==> src/rtl/mcd_pkg.sv <==
package mcd_pkg;

    // ----------------------------------------------------------------
    // register map
    // ----------------------------------------------------------------
    localparam logic [7:0] MCD_CTRL_B_ADDR = 8'h30;
    localparam logic [7:0] MCD_CTRL_B_RESET_GND = 8'h00;
    localparam logic [7:0] MCD_CTRL_B_RESET_VDD = 8'hD8;

    // ----------------------------------------------------------------
    // field positions
    // ----------------------------------------------------------------
    localparam int MCD_BIT_ENABLE = 7;
    localparam int MCD_BIT_MODE_HI = 6;
    localparam int MCD_BIT_MODE_LO = 5;
    localparam int MCD_BIT_OT_BEH = 4;
    localparam int MCD_BIT_WT_BEH = 3;
    localparam int MCD_BIT_COMBINE = 2;
    localparam int MCD_BIT_INSEL = 1;
    localparam int MCD_BIT_REFRESH = 0;

    localparam int MCD_AXIS_W = 12;
    localparam logic [11:0] MCD_REF_ZERO = 12'h000;
    localparam logic [7:0] MCD_CNT_ZERO = 8'h00;

    typedef enum logic [1:0] {
        MCD_UPD_ON_EVENT = 2'b00,
        MCD_UPD_FIXED = 2'b01,
        MCD_UPD_EVERY = 2'b10,
        MCD_UPD_ABSOLUTE = 2'b11
    } mcd_upd_mode_t;

    typedef struct packed {
        logic [11:0] x;
        logic [11:0] y;
        logic [11:0] z;
    } mcd_axes_t;

    typedef struct packed {
        logic [2:0] ot_axis;
        logic [2:0] wt_axis;
    } mcd_cond_t;

    typedef struct packed {
        logic wr;
        logic [7:0] addr;
        logic [7:0] wdata;
    } mcd_reg_wr_t;

endpackage

==> src/rtl/mcd_top.sv <==
`timescale 1ns/1ps
// Functional notes
// [RQ1] enable bit 0 keeps detector off, clock and power gated; code gates only the clock, no power control.
// [RQ2] enable resets to 0 on ground strap, 1 on supply strap with motion option.
// [RQ3] setting enable initialises three 12-bit references per update mode.
// [RQ4] mode 00: first sample is reference; reload on outside event rising.
// [RQ5] mode 01: first sample held until re-enable or host refresh.
// [RQ6] mode 10: reference reloads with current sample after every evaluation.
// [RQ7] mode 11: references are zero, absolute comparison.
// [RQ8] outside behaviour 0: counter decrements on false samples.
// [RQ9] after outside flag, limit plus one false periods before next cycle.
// [RQ10] outside behaviour 1: counter cleared on false sample.
// [RQ11] inside behaviour 0: decrement on false; limit plus one false periods to rearm.
// [RQ12] inside behaviour 1: counter cleared on false sample.
// [RQ13] inside results combine by AND when bit 0, OR when bit 1.
// [RQ14] input select 1 uses magnitude on X only, Y and Z ignored.
// [RQ15] host must also enable magnitude calculation when selecting magnitude.
// [RQ16] refresh request reloads references; absolute mode keeps them zero.
// [RQ17] reload may wait up to one output data period after request.
// [RQ18] refresh bit self-clears once references reload.
// [RQ19] refresh bit writable in active or standby.
// [RQ20] each counter step lasts one output data period.
// [RQ21] counters reset on standby/active transitions and wake/sleep changes.
// [RQ22] counter increments on true sample; flag asserts at programmed limit.
module mcd_top (
    input wire logic clk,
    input wire logic rstn,
    input wire logic boot_strap_select,
    input wire logic motion_detect_option,
    input wire mcd_pkg::mcd_reg_wr_t reg_wr,
    output logic [7:0] change_detector_control_b,
    input wire logic sample_tick,
    input wire mcd_pkg::mcd_axes_t sample,
    input wire mcd_pkg::mcd_cond_t cond,
    input wire logic [7:0] outside_debounce_limit,
    input wire logic [7:0] inside_debounce_limit,
    input wire logic active,
    input wire logic wake_sleep_change,
    output logic detector_clock_enable,
    output mcd_pkg::mcd_axes_t reference,
    output logic [2:0] axis_in_use,
    output logic outside_event_active,
    output logic inside_event_active
);
    import mcd_pkg::*;

    // ----------------------------------------------------------------
    // pin synchronisers
    // ----------------------------------------------------------------
    logic [1:0] strap_s1, strap_s2;
    logic [1:0] next_strap_s1, next_strap_s2;
    logic strap_done, next_strap_done;

    always_comb begin
        next_strap_s1 = {boot_strap_select, motion_detect_option};
        next_strap_s2 = strap_s1;
    end

    always_ff @(posedge clk) begin
        strap_s1 <= next_strap_s1;
        strap_s2 <= next_strap_s2;
    end

    // ----------------------------------------------------------------
    // control register
    // ----------------------------------------------------------------
    logic [7:0] ctrl, next_ctrl;
    logic ref_load;
    logic enable;
    mcd_upd_mode_t upd_mode;
    logic ctrl_wr;
    logic keep_refresh;

    assign enable = ctrl[MCD_BIT_ENABLE];
    assign upd_mode = mcd_upd_mode_t'(ctrl[MCD_BIT_MODE_HI:MCD_BIT_MODE_LO]);
    assign change_detector_control_b = ctrl;
    assign ctrl_wr = reg_wr.wr && (reg_wr.addr == MCD_CTRL_B_ADDR);
    // a host write of 1 in the clearing cycle is a fresh request and wins
    assign keep_refresh = ctrl_wr && reg_wr.wdata[MCD_BIT_REFRESH];

    always_comb begin
        next_ctrl = ctrl;
        next_strap_done = 1'b1;
        // strap is caught once, after the synchroniser has settled
        if (!strap_done) begin
            if (strap_s2 == 2'b11) begin // [RQ2]
                next_ctrl = MCD_CTRL_B_RESET_VDD;
            end else begin
                next_ctrl = MCD_CTRL_B_RESET_GND;
            end
        end else if (ctrl_wr) begin // [RQ19]
            next_ctrl = reg_wr.wdata;
        end
        if (strap_done && ctrl[MCD_BIT_REFRESH] && !keep_refresh) begin
            if (ref_load) begin
                next_ctrl[MCD_BIT_REFRESH] = 1'b0; // [RQ18]
            end else if (!ctrl[MCD_BIT_ENABLE]) begin
                // no sample will come while off, so drop the request
                next_ctrl[MCD_BIT_REFRESH] = 1'b0;
            end
        end
    end

    // ----------------------------------------------------------------
    // strap capture window
    // ----------------------------------------------------------------
    // host writes are refused until this window closes
    logic [1:0] strap_wait, next_strap_wait;

    always_comb begin
        next_strap_wait = strap_wait;
        if (strap_wait != 2'b11) begin
            next_strap_wait = strap_wait + 2'h1;
        end
    end

    always_ff @(posedge clk) begin
        if (!rstn) begin
            ctrl <= MCD_CTRL_B_RESET_GND;
            strap_done <= 1'b0;
            strap_wait <= 2'h0;
        end else begin
            ctrl <= next_ctrl;
            strap_done <= (strap_wait == 2'b11) ? next_strap_done : 1'b0;
            strap_wait <= next_strap_wait;
        end
    end

    // ----------------------------------------------------------------
    // axis selection output
    // ----------------------------------------------------------------
    logic [2:0] next_axis_in_use;

    // built from the next register value so the flop never lags the register
    always_comb begin
        next_axis_in_use = next_ctrl[MCD_BIT_INSEL] ? 3'h4 : 3'h7; // [RQ14]
    end

    always_ff @(posedge clk) begin
        if (!rstn) begin
            axis_in_use <= 3'h7;
        end else begin
            axis_in_use <= next_axis_in_use;
        end
    end

    // ----------------------------------------------------------------
    // window condition combining
    // ----------------------------------------------------------------
    logic [2:0] axis_mask;
    logic ot_true, wt_true;
    logic [2:0] wt_used;

    always_comb begin
        axis_mask = ctrl[MCD_BIT_INSEL] ? 3'h4 : 3'h7; // [RQ14]
        // cond bit 2 is x; disabled axes arrive as zero from the comparators
        ot_true = |(cond.ot_axis & axis_mask);
        wt_used = cond.wt_axis & axis_mask;
        if (ctrl[MCD_BIT_COMBINE]) begin
            wt_true = |wt_used; // [RQ13]
        end else begin
            wt_true = (wt_used == axis_mask); // [RQ13]
        end
    end

    assign detector_clock_enable = enable; // [RQ1]

    // ----------------------------------------------------------------
    // debounce counters
    // ----------------------------------------------------------------
    logic [7:0] ot_cnt, wt_cnt, next_ot_cnt, next_wt_cnt;
    logic next_ot_flag, next_wt_flag;
    logic prev_active, next_prev_active;
    logic cnt_reset;

    // one step per sample tick, i.e. per output data period
    function automatic logic [8:0] mcd_step(
        input logic [7:0] cnt,
        input logic flag,
        input logic cond_true,
        input logic clear_mode,
        input logic [7:0] limit
    );
        logic [7:0] c;
        logic f;
        c = cnt;
        f = flag;
        if (cond_true) begin
            if (c < limit) begin
                c = c + 8'h01; // [RQ22]
            end
            if (c >= limit) begin
                f = 1'b1; // [RQ22]
            end
        end else if (clear_mode) begin
            c = MCD_CNT_ZERO; // [RQ10] [RQ12]
            f = 1'b0;
        end else begin
            // flag holds until counter has drained past zero: limit+1 false steps
            if (f) begin
                if (c == MCD_CNT_ZERO) begin
                    f = 1'b0; // [RQ9] [RQ11]
                end else begin
                    c = c - 8'h01; // [RQ8] [RQ11]
                end
            end else if (c != MCD_CNT_ZERO) begin
                c = c - 8'h01; // [RQ8] [RQ11]
            end
        end
        return {f, c};
    endfunction

    always_comb begin
        next_prev_active = active;
        cnt_reset = (active != prev_active) || wake_sleep_change || !enable; // [RQ21]
        next_ot_cnt = ot_cnt;
        next_wt_cnt = wt_cnt;
        next_ot_flag = outside_event_active;
        next_wt_flag = inside_event_active;
        if (cnt_reset) begin
            next_ot_cnt = MCD_CNT_ZERO;
            next_wt_cnt = MCD_CNT_ZERO;
            next_ot_flag = 1'b0;
            next_wt_flag = 1'b0;
        end else if (sample_tick) begin // [RQ20]
            {next_ot_flag, next_ot_cnt} = mcd_step(ot_cnt, outside_event_active, ot_true,
                ctrl[MCD_BIT_OT_BEH], outside_debounce_limit);
            {next_wt_flag, next_wt_cnt} = mcd_step(wt_cnt, inside_event_active, wt_true,
                ctrl[MCD_BIT_WT_BEH], inside_debounce_limit);
        end
    end

    always_ff @(posedge clk) begin
        if (!rstn) begin
            ot_cnt <= MCD_CNT_ZERO;
            wt_cnt <= MCD_CNT_ZERO;
            outside_event_active <= 1'b0;
            inside_event_active <= 1'b0;
            prev_active <= 1'b0;
        end else begin
            ot_cnt <= next_ot_cnt;
            wt_cnt <= next_wt_cnt;
            outside_event_active <= next_ot_flag;
            inside_event_active <= next_wt_flag;
            prev_active <= next_prev_active;
        end
    end

    // ----------------------------------------------------------------
    // reference values
    // ----------------------------------------------------------------
    mcd_axes_t next_reference;
    logic first_pending, next_first_pending;
    logic prev_enable, next_prev_enable;
    logic first_now;
    logic ot_rise;

    assign ot_rise = next_ot_flag && !outside_event_active;

    always_comb begin
        next_prev_enable = enable;
        // a tick in the very cycle enable rises must still catch the first sample
        first_now = first_pending || (enable && !prev_enable); // [RQ3]
        next_first_pending = first_now;
        next_reference = reference;
        ref_load = 1'b0;
        if (!enable) begin
            next_first_pending = 1'b0; // [RQ1]
        end else if (sample_tick) begin
            // loads land on the next sample, so a refresh waits at most one period
            case (upd_mode)
                MCD_UPD_ON_EVENT: ref_load = first_now || ot_rise
                    || ctrl[MCD_BIT_REFRESH]; // [RQ4] [RQ16] [RQ17]
                MCD_UPD_FIXED: ref_load = first_now
                    || ctrl[MCD_BIT_REFRESH]; // [RQ5] [RQ16] [RQ17]
                MCD_UPD_EVERY: ref_load = 1'b1; // [RQ6]
                MCD_UPD_ABSOLUTE: ref_load = ctrl[MCD_BIT_REFRESH]; // completes, no reload
                default: ref_load = 1'b0;
            endcase
            next_first_pending = 1'b0;
        end
        if (upd_mode == MCD_UPD_ABSOLUTE) begin
            next_reference = '{x: MCD_REF_ZERO, y: MCD_REF_ZERO, z: MCD_REF_ZERO}; // [RQ7] [RQ16]
        end else if (ref_load) begin
            next_reference = sample; // [RQ3]
        end
    end

    always_ff @(posedge clk) begin
        if (!rstn) begin
            reference <= '{x: MCD_REF_ZERO, y: MCD_REF_ZERO, z: MCD_REF_ZERO};
            first_pending <= 1'b0;
            prev_enable <= 1'b0;
        end else begin
            reference <= next_reference;
            first_pending <= next_first_pending;
            prev_enable <= next_prev_enable;
        end
    end

endmodule

==> config.mk <==
export PLATFORM = sky130hd
export DESIGN_NAME = mcd_top
export DESIGN_NICKNAME = d
export VERILOG_FILES = /design/src/rtl/mcd_pkg.sv /design/src/rtl/mcd_top.sv
export SDC_FILE = /design/constraint.sdc
export NUM_CORES = 1
export LEC_CHECK = 0
export BUFFER_PORTS_ARGS = -buffer_cell sky130_fd_sc_hd__buf_2
export CAP_MARGIN = 20
export CORE_MARGIN = 1.5
export CORE_UTILIZATION = 55
export CTS_CLUSTER_DIAMETER = 50
export DETAILED_ROUTE_END_ITERATION = 7
export PLACE_DENSITY = 0.84
export SLEW_MARGIN = 10
export SYNTH_ARGS = -nofsm -noshare
export SYNTH_HDL_FRONTEND = slang
export SYNTH_SLANG_ARGS = --single-unit
==> constraint.sdc <==
create_clock -name clk -period 7.9 [get_ports clk]
set_clock_uncertainty 0.2 [all_clocks]
set_input_delay 0.395 -clock clk [delete_from_list [all_inputs] [get_ports clk]]
set_output_delay 0.395 -clock clk [all_outputs]
set_load 0.01 [all_outputs]
==> out/results.tsv <==
metric	value	unit
status	completed	
chip height	94.2	um
Worst Reg-to-Reg Cells	14	
CTS tree	built	
Tot GR Track Use	29.4	%
Startpoint Class	flip-flop	
Mapped Area	4570	sq um
Critical Path AT	4.72	ns
Final Wtd Congestion	0.930	
final hold violations	0	
post-synthesis cell count	571	
worst flop-to-flop path startpoint	ot_cnt[4]	
Diodes inserted	0	
dpl cell area	5190	sq um
drt wl/cell	15.8	um
Final min period	4.73	ns
hold endpoint	reference[21]	
Slew headroom	35.1	%
Final ANT Viol Nets	0	
synthesis-to-layout area growth	18.3	%
Min-Delay Path Class	primary input to flip-flop	
Hold Path Depth	3	
Yosys top cell area share	32.0	%
RR Endpoint	reference[0]	
area leader, netlist	dfxtp_1	
ys async rst share	0	%
final slew viol count	0	
via count	4727	
LEAKAGE	2.45	nW
fill count	695	
setup tns final	0	ns
area of the multi-input gates	2820	sq um
TritonCTS buffer count	9	
peak supply drop	0.000108	V
worst setup margin	3.17	ns
Max Fclk	0.211	GHz
DR DRC count	0	
H-tree levels	3	
crit-path cells	ha_1 -> a211oi_1 -> nor2_1 -> a211oi_4 -> or2_1 -> xnor2_1 -> ha_1 -> nand2b_1 -> a21o_1 -> a31oi_1 -> o211ai_1 -> buf_4 -> and2_1 -> o21ai_0	
Max-Cap Viols	0	
vias in the first global route	4604	
Hold Crit Start	sample[21]	
Rows	33	
Via density	6.02	
full die area	8870	sq um
kind of critical path	flip-flop to flip-flop	
CP Data Required Time	7.89	ns
DR pass1 iterations	5	
Warnings, synthesis	0	
layout cells sized above 1	23.8	%
DP HPWL	9100	um
design area	5410	sq um
unrepaired setup endpoints after global routing	false	
# setup viols final	0	
synthesized area per cell	8.00	sq um
cts repair resizes	0	
fin nets	794	
# port buffers	130	
Tcrit/Tclk final	59.9	%
synth cell count leaders	dfxtp_1, o21ai_0, nand2_1	
initial antenna violation count	0	
GR Overflow Total	0	
core box area	8130	sq um
Netlist cell types	69	
Crit Path Max Fanout	37	
CP max stage delay	0.84	ns
dominant cells by area after synthesis	dfxtp_1, ha_1, o21ai_0, nand4_1, nand2_1	
Die X	94.2	um
global-route wire length before repair	20900	um
Critical Path Start	ot_cnt[4]	
count leader, synth	dfxtp_1	
DRT iter0 DRCs	356	
pwr dens	139	nW/um^2
initial core utilization	56.2	%
Reg area	1460	sq um
number of synthesized flops with an enable pin	0	
Sink Count	73	
CP most frequent cell	ha_1	
final WL	12400	um
largest net degree at the start of global routing	73	
sequential fraction of the synthesis area	32.0	%
Synthesized Nets	690	
measured slew at the worst slew-check pin	0.973	ns
#FFs+latches synth	73	
crit end category	flip-flop	
top_reg_cell synth	dfxtp_1	
clock slew at reported path FFs	0.09	ns
clock latency on the worst-skew pair	0.35	ns
final hold slack	0.0691	ns
num ports	132	
Clock Tree Buf Depth	2	
Root Buffer	clkbuf_8	
internal reg-to-reg setup slack	3.17	ns
dpl ws	3.26	ns
slowest stage cell on the critical path	and2_1	
placed cells by master (no fill, tap or decap), types with 3 or more instances in the layout:
cell type  instances
ha_1              37
inv_6              4
nor4_1             3
o21a_1             4
or4_1              5
a211oi_1           6
xor2_1             4
clkbuf_8           9
and2_1            11
buf_2            130
nand4_1           45
nand2_1           62
o211ai_1          10
nor2_1            31
a31oi_1            3
a21o_1             5
nor3_1            12
inv_1             26
mux2i_1            6
buf_4              3
nand2b_1           9
dfxtp_1           73
and3_1             8
nand3_1            9
xnor2_1           16
a21oi_1           18
o21ai_0           66
power breakdown:
group | internal, W | switching, W | total, W
combinational | 0.0000381 | 0.0000559 | 0.0000940
sequential | 0.000375 | 0.00000583 | 0.000381
clock | 0.000120 | 0.000159 | 0.000279
total | 0.000533 | 0.000221 | 0.000754
metal layers:
layer | wire (um) | GRT usage [%] | vias up
met5 | 0 | 0 | -
met4 | 197 | 10.9 | 0
met3 | 1060 | 8.41 | 21
met2 | 6030 | 48.7 | 218
met1 | 5140 | 36.0 | 2201
li1 | - | - | 2287
layout make-up:
class | count | share of cell area [%]
Sequential cell | 73 | 27.0
Tap cell | 105 | 2.43
Multi-Input combinational cell | 429 | 52.2
Clock inverter | 7 | 1.09
Clock buffer | 9 | 2.29
Inverter | 26 | 1.80
Timing Repair Buffer | 136 | 13.2
flip-flops by register name (all words and copies together) (netlist names), 2 cells and up:
name	count
next_strap_s2	2
ot_cnt	8
reference	36
wt_cnt	8
strap_wait	2
strap_s2	2
change_detector_control_b	8
logic make-up after synthesis:
| logic type | synth area share, % |
|---|---|
| muxes | 1.31 |
| DFF | 32.0 |
| adders and majority gates | 10.1 |
| xor gates and xnor gates | 3.83 |
| buffers and inverters | 6.30 |
| and+or+nand+nor | 25.7 |
| AOI/OAI and AO/OA | 20.7 |
| other | 0.0820 |
metrics by stage:
step	util, %	cells	power [W]
2_1_floorplan	-	571	0.000441
3_3_place_gp	63.8	766	0.000475
3_5_place_dp	63.8	766	0.000480
4_1_cts	66.3	784	0.000757
5_1_grt	66.5	785	0.000784
6_report	66.5	785	0.000754
worst max path at each step:
| stage | to | slack, ns | cells after the start |
|---|---|---|---|
| after floorplan | reference[0] | 4.23 | 15 |
| after global placement | reference[17] | 3.49 | 14 |
| after detailed placement | reference[25] | 3.26 | 14 |
| after CTS | reference[0] | 3.23 | 14 |
| after global routing | reference[23] | 2.79 | 14 |
| final | reference[0] | 3.17 | 14 |
worst max-delay path, delay by kind of cell (launching register included):
| kind | cells | cell delay, ns |
|---|---|---|
| AO/OA/AOI/OAI | 6 | 1.25 |
| adder cells (fa/ha/maj) | 2 | 0.62 |
| flip-flops | 1 | 0.63 |
| AND/OR/NAND/NOR | 4 | 1.32 |
| buffers and inverters | 1 | 0.39 |
| XOR/XNOR | 1 | 0.11 |
what timing repair did:
action | in CTS | in global routing
setup endpoints to repair | 0 | 0
setup buffers | 0 | 0
hold buffers | 2 | 0
endpoints found under the hold margin | 2 | 0
No activity file was read; power rests on OpenSTA's default activity.
